<file path="config.mk">
export PLATFORM = sky130hd
export DESIGN_NAME = bmsl_loader
export DESIGN_NICKNAME = d
export VERILOG_FILES = /design/src/bmsl_pkg.sv /design/src/bmsl_sync.sv /design/src/bmsl_packer.sv /design/src/bmsl_loader.sv
export SDC_FILE = /design/constraint.sdc
export NUM_CORES = 1
export LEC_CHECK = 0
export ABC_AREA = 1
export BUFFER_PORTS_ARGS = -buffer_cell sky130_fd_sc_hd__buf_2
export CORE_UTILIZATION = 30
export DETAILED_ROUTE_END_ITERATION = 8
export GPL_TIMING_DRIVEN = 1
export SLEW_MARGIN = 5
export SYNTH_ARGS = -nofsm -noshare
export SYNTH_HDL_FRONTEND = slang
export SYNTH_HIERARCHICAL = 1
export SYNTH_SLANG_ARGS = --single-unit
</file>
<file path="constraint.sdc">
create_clock -name clk_sys_i -period 1.55 [get_ports clk_sys_i]
set_input_delay 0.2325 -clock clk_sys_i [delete_from_list [all_inputs] [get_ports clk_sys_i]]
set_output_delay 0.2325 -clock clk_sys_i [all_outputs]
set_load 0.005 [all_outputs]
</file>
<file path="src/bmsl_pkg.sv">
// Package of constants and the state type for the boot mode select loader.
// Summary of operation
// - Reset loads a kernel of up to 256 instructions first; host boot ends it at the word flagged last.
// - Boot data moves as 32-bit words via DMA.
// - Strap pin is an input during reset.
// - Strap low after delay selects EPROM boot.
// - After sampling, strap pin drives EPROM select in EPROM boot only.
// - Strap high means idle, await host/link.
// - EPROM boot reads 8-bit wide external memory.
// - After last host word, device runs code.
// - Link boot takes data from peer's link.
// - Finished kernel load then executes kernel.
// - Kernel memory is later overwritten and reused.
`default_nettype none
package bmsl_pkg;
    // Kernel length in instructions.
    localparam int unsigned KERNEL_WORDS = 256;
    // Width of the word counter.
    localparam int unsigned CNT_W = 9;
    // Kernel length sized for the counter.
    localparam logic [8:0] KERNEL_LAST = 9'h100;
    // Instruction word width.
    localparam int unsigned WORD_W = 32;
    // Byte lanes that make up one instruction.
    localparam int unsigned BYTES_PER_WORD = 4;
    // Width of the external EPROM data bus.
    localparam int unsigned EPROM_W = 8;
    // EPROM byte address width.
    localparam int unsigned EPROM_AW = 10;
    // Strap sampling delay after reset release, in cycles.
    localparam logic [3:0] STRAP_DELAY = 4'h8;
    // Boot mode codes.
    localparam logic [1:0] MODE_NONE = 2'h0;
    localparam logic [1:0] MODE_EPROM = 2'h1;
    localparam logic [1:0] MODE_HOST = 2'h2;
    localparam logic [1:0] MODE_LINK = 2'h3;
    // Sequencer states.
    typedef enum logic [2:0] {
        BMSL_SAMPLE,
        BMSL_IDLE,
        BMSL_LOAD,
        BMSL_KERNEL,
        BMSL_DONE
    } bmsl_state_t;
endpackage : bmsl_pkg
`default_nettype wire

</file>
<file path="src/bmsl_sync.sv">
// Two-flip-flop synchroniser for a bundle of pin levels.
`timescale 1ns/1ps
`default_nettype none
module bmsl_sync #(
    parameter int unsigned W = 1
) (
    input  wire logic         clk_sys_i,
    input  wire logic         arst_n_i,
    input  wire logic         ce_i,
    input  wire logic [W-1:0] d_i,
    output logic      [W-1:0] q_o
);
    // First stage; only the second stage reads it.
    logic [W-1:0] meta_ff;
    // Both stages are frozen with the clock enable like all other state.
    always_ff @(posedge clk_sys_i or negedge arst_n_i) begin
        if (!arst_n_i) begin
            meta_ff <= '0;
            q_o     <= '0;
        end else if (ce_i) begin
            meta_ff <= d_i;
            q_o     <= meta_ff;
        end
    end
endmodule : bmsl_sync
`default_nettype wire

</file>
<file path="src/bmsl_packer.sv">
// Packs four EPROM bytes into one 32-bit instruction, low byte first.
`timescale 1ns/1ps
`default_nettype none
module bmsl_packer
    import bmsl_pkg::*;
(
    input  wire logic                        clk_sys_i,
    input  wire logic                        arst_n_i,
    input  wire logic                        ce_i,
    input  wire logic                        clear_i,
    input  wire logic                        byte_vld_i,
    input  wire logic [bmsl_pkg::EPROM_W-1:0] byte_i,
    output logic                             word_vld_o,
    output logic      [bmsl_pkg::WORD_W-1:0] word_o
);
    // Lane index of the next byte.
    logic [1:0] lane_ff;
    // Each byte lands in its own lane; the fourth completes the word.
    always_ff @(posedge clk_sys_i or negedge arst_n_i) begin
        if (!arst_n_i) begin
            lane_ff    <= 2'h0;
            word_o     <= '0;
            word_vld_o <= 1'b0;
        end else if (ce_i) begin
            word_vld_o <= 1'b0;
            if (clear_i) begin
                lane_ff <= 2'h0;
            end else if (byte_vld_i) begin
                word_o[lane_ff*EPROM_W +: EPROM_W] <= byte_i;
                lane_ff <= lane_ff + 2'h1;
                word_vld_o <= (lane_ff == 2'h3);
            end
        end
    end
endmodule : bmsl_packer
`default_nettype wire

</file>
<file path="src/bmsl_loader.sv">
// Boot sequencer: strap sampling, kernel load by DMA, hand-off.
`timescale 1ns/1ps
`default_nettype none
module bmsl_loader
    import bmsl_pkg::*;
(
    input  wire logic                       clk_sys_i,
    input  wire logic                       arst_n_i,
    input  wire logic                       ce_i,
    // Strap pin: input during reset, EPROM select afterwards in EPROM boot only.
    input  wire logic                       boot_source_strap_i,
    output logic                            boot_source_strap_o,
    output logic                            boot_source_strap_oe_o,
    // External EPROM read port (byte wide, one-cycle read latency pin side).
    output logic [bmsl_pkg::EPROM_AW-1:0]   eprom_addr_o,
    output logic                            eprom_rd_o,
    input  wire logic [bmsl_pkg::EPROM_W-1:0] eprom_data_i,
    // Host writes to the host boot DMA port, one word per strobe.
    input  wire logic                       host_boot_dma_port_wr_i,
    input  wire logic [bmsl_pkg::WORD_W-1:0] host_boot_dma_port_data_i,
    input  wire logic                       host_last_i,
    // Link port receive words from the peer.
    input  wire logic                       link_vld_i,
    input  wire logic [bmsl_pkg::WORD_W-1:0] link_data_i,
    // DMA channel write into internal memory.
    output logic                            dma_wr_o,
    output logic [bmsl_pkg::CNT_W-2:0]      dma_addr_o,
    output logic [bmsl_pkg::WORD_W-1:0]     dma_data_o,
    // Core control.
    output logic                            core_run_o,
    output logic                            kernel_done_o,
    output logic                            kernel_area_free_o,
    input  wire logic                       kernel_init_done_i,
    output logic [1:0]                      boot_mode_o
);
    // Synchronised pin inputs: strap, host strobes, link valid.
    logic [2:0] pin_sync;
    bmsl_sync #(.W(3)) u_sync (
        .clk_sys_i (clk_sys_i),
        .arst_n_i  (arst_n_i),
        .ce_i      (ce_i),
        .d_i       ({boot_source_strap_i, host_boot_dma_port_wr_i,
                     link_vld_i}),
        .q_o       (pin_sync)
    );
    logic strap_s;
    logic host_wr_s;
    logic link_vld_s;
    assign strap_s    = pin_sync[2];
    assign host_wr_s  = pin_sync[1];
    assign link_vld_s = pin_sync[0];

    // Host and link data buses are delayed two cycles to stay aligned with the strobes; the EPROM data bus one cycle.
    logic [WORD_W-1:0] host_d1_ff, host_d2_ff, link_d1_ff, link_d2_ff;
    logic              host_last_d1_ff, host_last_d2_ff;
    logic [EPROM_W-1:0] eprom_d1_ff;
    always_ff @(posedge clk_sys_i or negedge arst_n_i) begin
        if (!arst_n_i) begin
            host_d1_ff      <= '0;
            host_d2_ff      <= '0;
            link_d1_ff      <= '0;
            link_d2_ff      <= '0;
            host_last_d1_ff <= 1'b0;
            host_last_d2_ff <= 1'b0;
            eprom_d1_ff     <= '0;
        end else if (ce_i) begin
            host_d1_ff      <= host_boot_dma_port_data_i;
            host_d2_ff      <= host_d1_ff;
            link_d1_ff      <= link_data_i;
            link_d2_ff      <= link_d1_ff;
            host_last_d1_ff <= host_last_i;
            host_last_d2_ff <= host_last_d1_ff;
            eprom_d1_ff     <= eprom_data_i;
        end
    end

    // Sequencer state and its bookkeeping.
    bmsl_state_t state_ff;
    logic [3:0]  delay_ff;     // Cycles since reset release.
    logic [1:0]  mode_ff;      // Latched boot mode.
    logic [CNT_W-1:0] cnt_ff;  // Kernel words written.
    logic        rd_pend_ff;   // EPROM byte requested last cycle.
    logic [1:0]  rd_gap_ff;    // Pin read pipeline.
    logic [EPROM_AW-1:0] raddr_ff;

    // Packed EPROM word.
    logic              pk_vld;
    logic [WORD_W-1:0] pk_word;
    bmsl_packer u_packer (
        .clk_sys_i  (clk_sys_i),
        .arst_n_i   (arst_n_i),
        .ce_i       (ce_i),
        .clear_i    (state_ff != BMSL_LOAD),
        .byte_vld_i (rd_gap_ff[1]),
        .byte_i     (eprom_d1_ff),
        .word_vld_o (pk_vld),
        .word_o     (pk_word)
    );

    // A word from whichever source the latched mode picked.
    logic              src_vld;
    logic [WORD_W-1:0] src_word;
    // A link word seen while idle is taken at once; the latched mode only
    // turns to link at that same edge, so the word would otherwise be lost.
    logic [1:0]        src_mode;
    assign src_mode = (state_ff == BMSL_IDLE && link_vld_s && !host_wr_s) ?
                      MODE_LINK : mode_ff;
    always_comb begin
        src_vld  = 1'b0;
        src_word = '0;
        case (src_mode)
            MODE_EPROM: begin
                src_vld  = pk_vld;
                src_word = pk_word;
            end
            MODE_HOST: begin
                src_vld  = host_wr_s;
                src_word = host_d2_ff;
            end
            MODE_LINK: begin
                src_vld  = link_vld_s;
                src_word = link_d2_ff;
            end
            default: begin
                src_vld  = 1'b0;
                src_word = '0;
            end
        endcase
    end

    // The strap is caught once, after a fixed delay, and held.
    always_ff @(posedge clk_sys_i or negedge arst_n_i) begin
        if (!arst_n_i) begin
            delay_ff <= 4'h0;
            mode_ff  <= MODE_NONE;
        end else if (ce_i) begin
            if (state_ff == BMSL_SAMPLE) begin
                delay_ff <= delay_ff + 4'h1;
                if (delay_ff == STRAP_DELAY) begin
                    mode_ff <= strap_s ? MODE_HOST : MODE_EPROM;
                end
            end else if (state_ff == BMSL_IDLE && mode_ff == MODE_HOST &&
                         link_vld_s && !host_wr_s) begin
                mode_ff <= MODE_LINK;
            end
        end
    end

    // Main sequence: sample, wait or load, run kernel.
    always_ff @(posedge clk_sys_i or negedge arst_n_i) begin
        if (!arst_n_i) begin
            state_ff <= BMSL_SAMPLE;
            cnt_ff   <= '0;
        end else if (ce_i) begin
            case (state_ff)
                BMSL_SAMPLE: begin
                    if (delay_ff == STRAP_DELAY) begin
                        state_ff <= strap_s ? BMSL_IDLE : BMSL_LOAD;
                    end
                end
                BMSL_IDLE, BMSL_LOAD: begin
                    // The first host or link word starts and feeds the load.
                    if (src_vld) begin
                        state_ff <= BMSL_LOAD;
                        cnt_ff <= cnt_ff + 9'h001;
                        if (cnt_ff == KERNEL_LAST - 9'h001 ||
                            (mode_ff == MODE_HOST && host_last_d2_ff)) begin
                            state_ff <= BMSL_KERNEL;
                        end
                    end
                end
                BMSL_KERNEL: begin
                    if (kernel_init_done_i) begin
                        state_ff <= BMSL_DONE;
                    end
                end
                BMSL_DONE: begin
                    state_ff <= BMSL_DONE;
                end
                default: begin
                    state_ff <= BMSL_SAMPLE;
                end
            endcase
        end
    end

    // EPROM fetch: one byte request at a time through the external port.
    always_ff @(posedge clk_sys_i or negedge arst_n_i) begin
        if (!arst_n_i) begin
            raddr_ff   <= '0;
            rd_pend_ff <= 1'b0;
            rd_gap_ff  <= 2'h0;
        end else if (ce_i) begin
            rd_gap_ff <= {rd_gap_ff[0], rd_pend_ff};
            rd_pend_ff <= 1'b0;
            if (state_ff == BMSL_LOAD && mode_ff == MODE_EPROM &&
                !rd_pend_ff && rd_gap_ff == 2'h0) begin
                // The address wraps with the last byte's request; one more read, of byte 0, is requested at the same edge that ends the load.
                rd_pend_ff <= 1'b1;
                raddr_ff   <= raddr_ff + 10'h001;
            end
        end
    end

    // Registered outputs for pins, DMA and core control.
    always_ff @(posedge clk_sys_i or negedge arst_n_i) begin
        if (!arst_n_i) begin
            boot_source_strap_o    <= 1'b1;
            boot_source_strap_oe_o <= 1'b0;
            eprom_addr_o           <= '0;
            eprom_rd_o             <= 1'b0;
            dma_wr_o               <= 1'b0;
            dma_addr_o             <= '0;
            dma_data_o             <= '0;
            core_run_o             <= 1'b0;
            kernel_done_o          <= 1'b0;
            kernel_area_free_o     <= 1'b0;
            boot_mode_o            <= MODE_NONE;
        end else if (ce_i) begin
            // Select is active low, driven only in EPROM mode after sampling.
            boot_source_strap_oe_o <= (mode_ff == MODE_EPROM);
            boot_source_strap_o    <= !(mode_ff == MODE_EPROM &&
                                        state_ff == BMSL_LOAD);
            eprom_rd_o   <= rd_pend_ff;
            eprom_addr_o <= raddr_ff - 10'h001;
            dma_wr_o     <= (state_ff == BMSL_LOAD ||
                             state_ff == BMSL_IDLE) && src_vld;
            dma_addr_o   <= cnt_ff[CNT_W-2:0];
            dma_data_o   <= src_word;
            core_run_o   <= (state_ff == BMSL_KERNEL ||
                             state_ff == BMSL_DONE);
            kernel_done_o      <= (state_ff != BMSL_SAMPLE &&
                                   state_ff != BMSL_IDLE &&
                                   state_ff != BMSL_LOAD);
            kernel_area_free_o <= (state_ff == BMSL_DONE);
            boot_mode_o  <= mode_ff;
        end
    end

    // Checks of the sequence.
    chk_strap_input : assert property (@(posedge clk_sys_i)
        disable iff (!arst_n_i)
        (state_ff == BMSL_SAMPLE) |=> !boot_source_strap_oe_o)
        else $error("strap driven while sampling");
    chk_eprom_select : assert property (@(posedge clk_sys_i)
        disable iff (!arst_n_i)
        (ce_i && mode_ff == MODE_EPROM) |=> boot_source_strap_oe_o)
        else $error("EPROM select not driven");
    chk_mode_hold : assert property (@(posedge clk_sys_i)
        disable iff (!arst_n_i)
        (state_ff == BMSL_LOAD && $past(state_ff == BMSL_LOAD))
            |-> $stable(mode_ff))
        else $error("boot mode changed during load");
    chk_kernel_count : assert property (@(posedge clk_sys_i)
        disable iff (!arst_n_i)
        (state_ff == BMSL_KERNEL && mode_ff != MODE_HOST)
            |-> cnt_ff == KERNEL_LAST)
        else $error("kernel length wrong");
    chk_dma_word : assert property (@(posedge clk_sys_i)
        disable iff (!arst_n_i)
        (ce_i && state_ff == BMSL_LOAD && src_vld)
            |=> dma_wr_o && dma_data_o == $past(src_word))
        else $error("DMA word not written");
    chk_run_after : assert property (@(posedge clk_sys_i)
        disable iff (!arst_n_i)
        (ce_i && state_ff == BMSL_KERNEL) |=> core_run_o)
        else $error("core not released");
    chk_idle_high : assert property (@(posedge clk_sys_i)
        disable iff (!arst_n_i)
        (state_ff == BMSL_IDLE) |-> !dma_wr_o && !core_run_o)
        else $error("activity while idle");
    chk_reuse_area : assert property (@(posedge clk_sys_i)
        disable iff (!arst_n_i)
        kernel_area_free_o |-> core_run_o && kernel_done_o)
        else $error("kernel area freed early");
    cov_eprom : cover property (@(posedge clk_sys_i)
        mode_ff == MODE_EPROM && state_ff == BMSL_KERNEL);
    cov_host : cover property (@(posedge clk_sys_i)
        mode_ff == MODE_HOST && state_ff == BMSL_KERNEL);
    cov_link : cover property (@(posedge clk_sys_i)
        mode_ff == MODE_LINK && state_ff == BMSL_KERNEL);
endmodule : bmsl_loader
`default_nettype wire

</file>
## After elaboration in Yosys (flattened, before gate mapping)

Cells that the tools add are included.

- Register bits: 269
- Latch bits: 0
- Bits in writable memories: 0
- Memory bits (read-only): 0
- Output and inout port bits: 59
- Memories: 0

- Add/sub/neg operators: 6
- Multipliers: 0
- Divide/modulo/power cells: 0
- Order comparisons: 0
- Equality and inequality tests: 17
- Shifts and indexed selects: 2
- Multiplexer cells: 19
- Bitwise gates (word level): 1
- Reduce and logical (&&, ||, !) cells: 31

Operators by type and width:

| kind | count |
|---|---|
| 32-bit one-hot mux with 3 select lines | 1 |
| 5-bit negation with 34-bit output | 1 |
| 8-bit by 34-bit variable shift with 32-bit output (first input constant) | 1 |
| 8-bit by 34-bit variable part select with 32-bit output | 1 |
| 32-bit bitwise mux | 1 |
| 2-bit two-way mux | 8 |
| 1-bit logical AND | 12 |
| 3-bit one-hot mux with 4 select lines | 1 |
| 10-bit by 1-bit adder with 10-bit output (second input constant) | 1 |
| 10-bit by 1-bit subtractor with 10-bit output (second input constant) | 1 |
| 9-bit by 1-bit adder with 9-bit output (second input constant) | 1 |
| 9-bit by 8-bit == test with 1-bit output (second input constant) | 1 |
| 3-bit two-way mux | 3 |
| 3-bit AND reduction | 3 |
| 2-bit == test (second input constant) | 4 |
| 3-bit by 2-bit == test with 1-bit output (second input constant) | 2 |
| 2-bit AND reduction | 3 |
| 4-bit by 1-bit adder with 4-bit output (second input constant) | 1 |
| 2-bit by 1-bit == test with 1-bit output (second input constant) | 2 |
| 4-bit == test (second input constant) | 1 |
| 1-bit two-way mux | 4 |
| 2-bit inequality test (second input constant) | 2 |
| 4-bit AND reduction | 1 |
| 2-bit nonzero test | 2 |
| 14 further kinds | 18 |

## Logic depth before layout (Yosys ltp)

- Word-level depth: 8
- Mapped depth: 10
- Depth with buffers taken out: 10

## Modules after synthesis

Netlist, hierarchy kept.

Modules (own cells, without submodules):

| module | times used | cells each | area each (µm²) | seq. area each (µm²) |
|---|---|---|---|---|
| bmsl_loader | 1 | 1,148 | 9,690.5 | 5,681.7 |
| bmsl_packer | 1 | 209 | 1,744.2 | 875.8 |
| bmsl_sync | 1 | 25 | 221.5 | 150.1 |

## Worst setup path after synthesis

No wires, ideal clock.

- Kind: register -> register
- Start point: register u_packer.lane_ff[0]
- End point: register u_packer/word_o[3] (netlist bit)
- Setup time: 0.074 ns
- Arrival time: 1.396 ns
- Data required time: 1.476 ns
- Path slack: 0.080 ns
- Cell stages (with the launch flop): 6
- Buffers on the path: 0
- Cell sequence: dfrtp_1 > inv_1 > ha_1 > nor2_2 > nand3_1 > o21ai_2

- Longest elaborated chain between the ends: 3

Ends and longest elaborated chain:

| what | line | RTL |
|---|---|---|
| from (decl) | bmsl_packer.sv:17 | `logic [1:0] lane_ff;` |
| from (signal assigned) | bmsl_packer.sv:30 | `lane_ff <= lane_ff + 2'h1;` |
| 5-bit negation with 34-bit output (*) | bmsl_packer.sv:29 | `word_o[lane_ff*EPROM_W +: EPROM_W] <= byte_i;` |
| 8-bit by 34-bit variable part select with 32-bit output or 8-bit by 34-bit variable shift with 32-bit output (tied branches) | bmsl_packer.sv:29 |  |
| 32-bit bitwise mux (*) | bmsl_packer.sv:29 |  |
| to (signal, indexed assignment) | bmsl_packer.sv:29 |  |
| to (decl) | bmsl_packer.sv:14 | `output logic [bmsl_pkg::WORD_W-1:0] word_o` |

Mark *: on every way between the ends. The rest lies on a longest branch, timed or not.
A chain may end at the register's enable or synchronous reset.

## Final worst setup path

- Start point: register state_ff[0]
- End point: register dma_data_o[15] (netlist bit)

- Longest elaborated chain between the ends: 6

Ends and longest elaborated chain:

| what | line | RTL |
|---|---|---|
| from (decl) | bmsl_loader.sv:78 | `bmsl_state_t state_ff;` |
| from (signal assigned) | bmsl_loader.sv:158 | `state_ff <= strap_s ? BMSL_IDLE : BMSL_LOAD;` |
| 3-bit by 1-bit == test with 1-bit output (*) | bmsl_loader.sv:106 | `assign src_mode = (state_ff == BMSL_IDLE && link_vld_s && !host_wr_s) ?` |
| 1-bit logical AND (*) (2 in series) | bmsl_loader.sv:106 |  |
| 2-bit two-way mux (*) | bmsl_loader.sv:106 |  |
| 2-bit == test or 2-bit by 1-bit == test with 1-bit output (tied branches) | bmsl_loader.sv:111 | `case (src_mode)` |
| 32-bit one-hot mux with 3 select lines (*) | bmsl_loader.sv:111 |  |
| to (signal assigned) | bmsl_loader.sv:229 | `dma_data_o <= src_word;` |
| to (decl) | bmsl_loader.sv:28 | `output logic [bmsl_pkg::WORD_W-1:0] dma_data_o,` |

Marks and branches as above.

==> results.ini <==
[setup_path]
regToRegStartpoint = state_ff[0]
cp_top_family = buffers and inverters
r2r-end = dma_data_o[15]
crit_path_top_delay_cell = dfrtp_1
critPathBufInv = 4
critical_path.endpoint_type = flop
cp.arrival_ns = 2.05
cp.required_ns = 2.05
crit_top_cell = nand2_1
crit_chain = inv_2 -> nor2_4 -> nand3_4 -> buf_12 -> o21ai_4 -> buf_12 -> clkbuf_16 -> nand2_1 -> nand3_2 -> nand2_1 -> nand2_1
reg2reg_depth = 11
cpPeakStageDelay_ns = 0.36
crit_fanout = 8
critical_path_class = flop to flop
reg2reg_slack_ns = -0.003
start_kind = flop

[floorplanning]
die_h_um = 199
initial_utilization_pct = 30.7
die_w_um = 199
core_area_mm2 = 0.0379
ios = 139
die_area_mm2 = 0.0396
rows = 71

[global_route]
grt_usage_pct = 15.8
grt_pass1_wl_um = 50000
grt_max_degree = 84
grt_pass1_vias = 9623
antenna_found_initial = 1
overflow = 0

[cells_and_area]
fin_nets = 1744
layout-drive-gt1-share_pct = 23.2
final_area_mm2 = 0.0159
syn_to_final_growth_pct = 36.4

[timing]
worstMarginPinSlew_ns = 0.367
period_share_pct = 100
fin_worst_skew_ns = 0.00823
drv_slew = 0
layout_setup_ws_ns = -0.00333
rsz0062_at_grt = yes
max_clock_freq_mhz = 644
hold_viol = 0
slew_headroom_pct = 75.5
setup_viol = 1
fin_setup_tns_ns = -0.00333
finalCriticalPeriod_ns = 1.55

[status]
status = finished with violations
violations = setup timing

[synth]
synth.net_count = 1474
synth_cell_type_count = 40
yosys_warnings = 6
synthArstFlopShare_pct = 100
synth_ff_type = dfrtp_1
synth_seq_area_share_pct = 57.5
synth_area_leader_cell = dfrtp_1
synthTopCellsByArea = dfrtp_1, nand2_1, nand3_1
synthesis.area_mm2 = 0.0117
synth_top_area_share_pct = 57.3
avgSynthCellArea_um2 = 8.43
synth_edf_count = 0
synthCells = 1382
ys_ff_latch = 268

[route]
first_pass_iters = 4
wl_um = 31900
routedWlPerCell_um = 14.6
drtIter0Drc = 510
route.detailed.drc = 0
vias = 9876
via_per_inst = 4.52
postRouteAntennaNets = 0

[pwr]
power.leakage_nw = 8.25
peakVddDrop_uv = 926
power_density_mw_per_mm2 = 1500

[cts]
clock_sinks = 268
clockBufferDepth = 3
htree_levels = 1
insertion_delay_ns = 0.56
cts_buffers = 31
cts_tree = yes
root_buffer = clkbuf_16
path_clk_slew_ns = 0.06

[placed_design]
io_buffers = 138
hpwl_um = 20100
place_congestion = 0.833
placed_area_mm2 = 0.0133

[worst_hold_path]
min_path_type = input port to async pin

[job]
maxCapViolCount = 0

-- per-stage QoR --
step	instances	hold WS [ns]	total power, mW	worst slack (ns)	util [%]
6_report	2185	0.145	23.8	-0.00333	41.9
5_1_grt	2185	0.156	25.3	-0.0974	41.9
4_1_cts	2163	0.130	22.6	0.000294	40.1
3_5_place_dp	2025	0.141	14.8	-0.280	35.0
3_3_place_gp	2025	0.139	14.6	-0.263	35.0
2_1_floorplan	1382	-0.0631	12.3	0.0800	-
-- cells by family (layout without fill, tap and decap cells) --
group	Yosys count	count (layout)	synth area share, %
compound gates	107	107	4.89
buf+inv	135	421	4.77
simple gates	841	846	30.1
flops	268	268	57.5
other cells	0	1	0
xor+xnor	19	19	1.43
fa+ha+maj	12	12	1.29
-- worst max-delay path by stage --
stage                                     to  slack [ns]                 from  cells after the start
after floorplan           u_packer/word_o[3]        0.08  u_packer/lane_ff[0]                      5
after global placement         dma_data_o[0]       -0.26        u_sync/q_o[0]                      9
after detailed placement      dma_data_o[16]       -0.28        u_sync/q_o[0]                      9
after CTS                        raddr_ff[7]      0.0003          state_ff[2]                      9
after global routing          dma_data_o[15]        -0.1          state_ff[0]                     11
final                         dma_data_o[15]      -0.003          state_ff[0]                     11
-- cell usage in the layout, fill, tap and decap left out, types with 4 or more instances in the layout --
cell type      count
nand2_1          615
dfrtp_1          267
buf_2            136
o21ai_0           79
nand3_1           79
dlygate4sd3_1     78
inv_1             57
buf_4             51
nor2_1            39
clkbuf_16         34
nand3_2           26
nand2_4           24
nand2_2           21
xor2_1            18
buf_12            17
inv_2             12
ha_1              10
clkbuf_1          10
nor2_4             9
a21oi_1            9
buf_6              7
o21ai_1            6
nor2_2             5
clkbuf_8           5
nand4_4            5
nor3_1             4
nand4_1            4
a31oi_1            4
clkinv_2           4
-- Yosys cell counts (2+ instances only) --
cell	instances
nand2_2	4
nand4_4	4
nand4_1	4
nand2_4	2
nor3_2	2
buf_4	4
dfrtp_1	267
nand3_2	3
xor2_1	18
o21ai_1	6
buf_2	9
a21oi_1	9
o21ai_0	80
o21ai_2	4
nand2_1	654
nor2_2	4
nand3b_1	2
nor3_1	5
ha_1	12
nand3_1	104
inv_2	11
buf_6	3
a31oi_1	4
inv_1	62
nor2_4	2
nor2_1	46
clkbuf_1	44
-- repair_timing --
action	4_1_cts	5_1_grt
endpoints found under the hold margin	344	0
gates resized for setup	20	121
setup buffers	3	15
setup endpoints to repair	80	90
gates cloned	3	6
pin swaps	3	48
hold buffers	78	0
-- registers in the layout, indices dropped and copies added, names as in the netlist, 4 cells and up --
signal and cells:
eprom_addr_o 10, dma_addr_o 8, u_packer/word_o 32, host_d1_ff 32, raddr_ff 10, link_d1_ff 32, eprom_d1_ff 8, dma_data_o 32
delay_ff 4, link_d2_ff 32, cnt_ff 9, host_d2_ff 32
-- where the power goes --
| part | leakage (nW) | switching, mW | internal [mW] |
|---|---|---|---|
| clock network | 0.482 | 2.87 | 4.23 |
| logic | 4.41 | 4.55 | 3.24 |
| registers | 3.36 | 0.743 | 8.18 |
-- worst register-to-register path, cell delays in order (launching register included) --
cell	delay (ns)
dfrtp_1	0.36
inv_2	0.06
nor2_4	0.11
nand3_4	0.11
buf_12	0.15
o21ai_4	0.12
buf_12	0.16
clkbuf_16	0.18
nand2_1	0.08
nand3_2	0.05
nand2_1	0.05
nand2_1	0.07
-- routing by layer --
metal / track usage [%] / wire, um / share of wire, %
met1: 21.8 / 14500 / 45
met2: 25.6 / 15000 / 47
met3: 2.87 / 1670 / 5.3
met4: 4.02 / 752 / 2.4
met5: 0 / 0 / 0
-- final cells by class --
cell class              count  area [um^2]
repair buffers            293         2350
clock buffers              46          882
diodes                      1         2.50
clock inverters             8         97.6
inverters                  74          298
multi-input cells         984         4920
flip-flops and latches    268         6710
well taps                 511          639
fillers                  3749        22000
No activity file was read; power rests on OpenSTA's default activity.
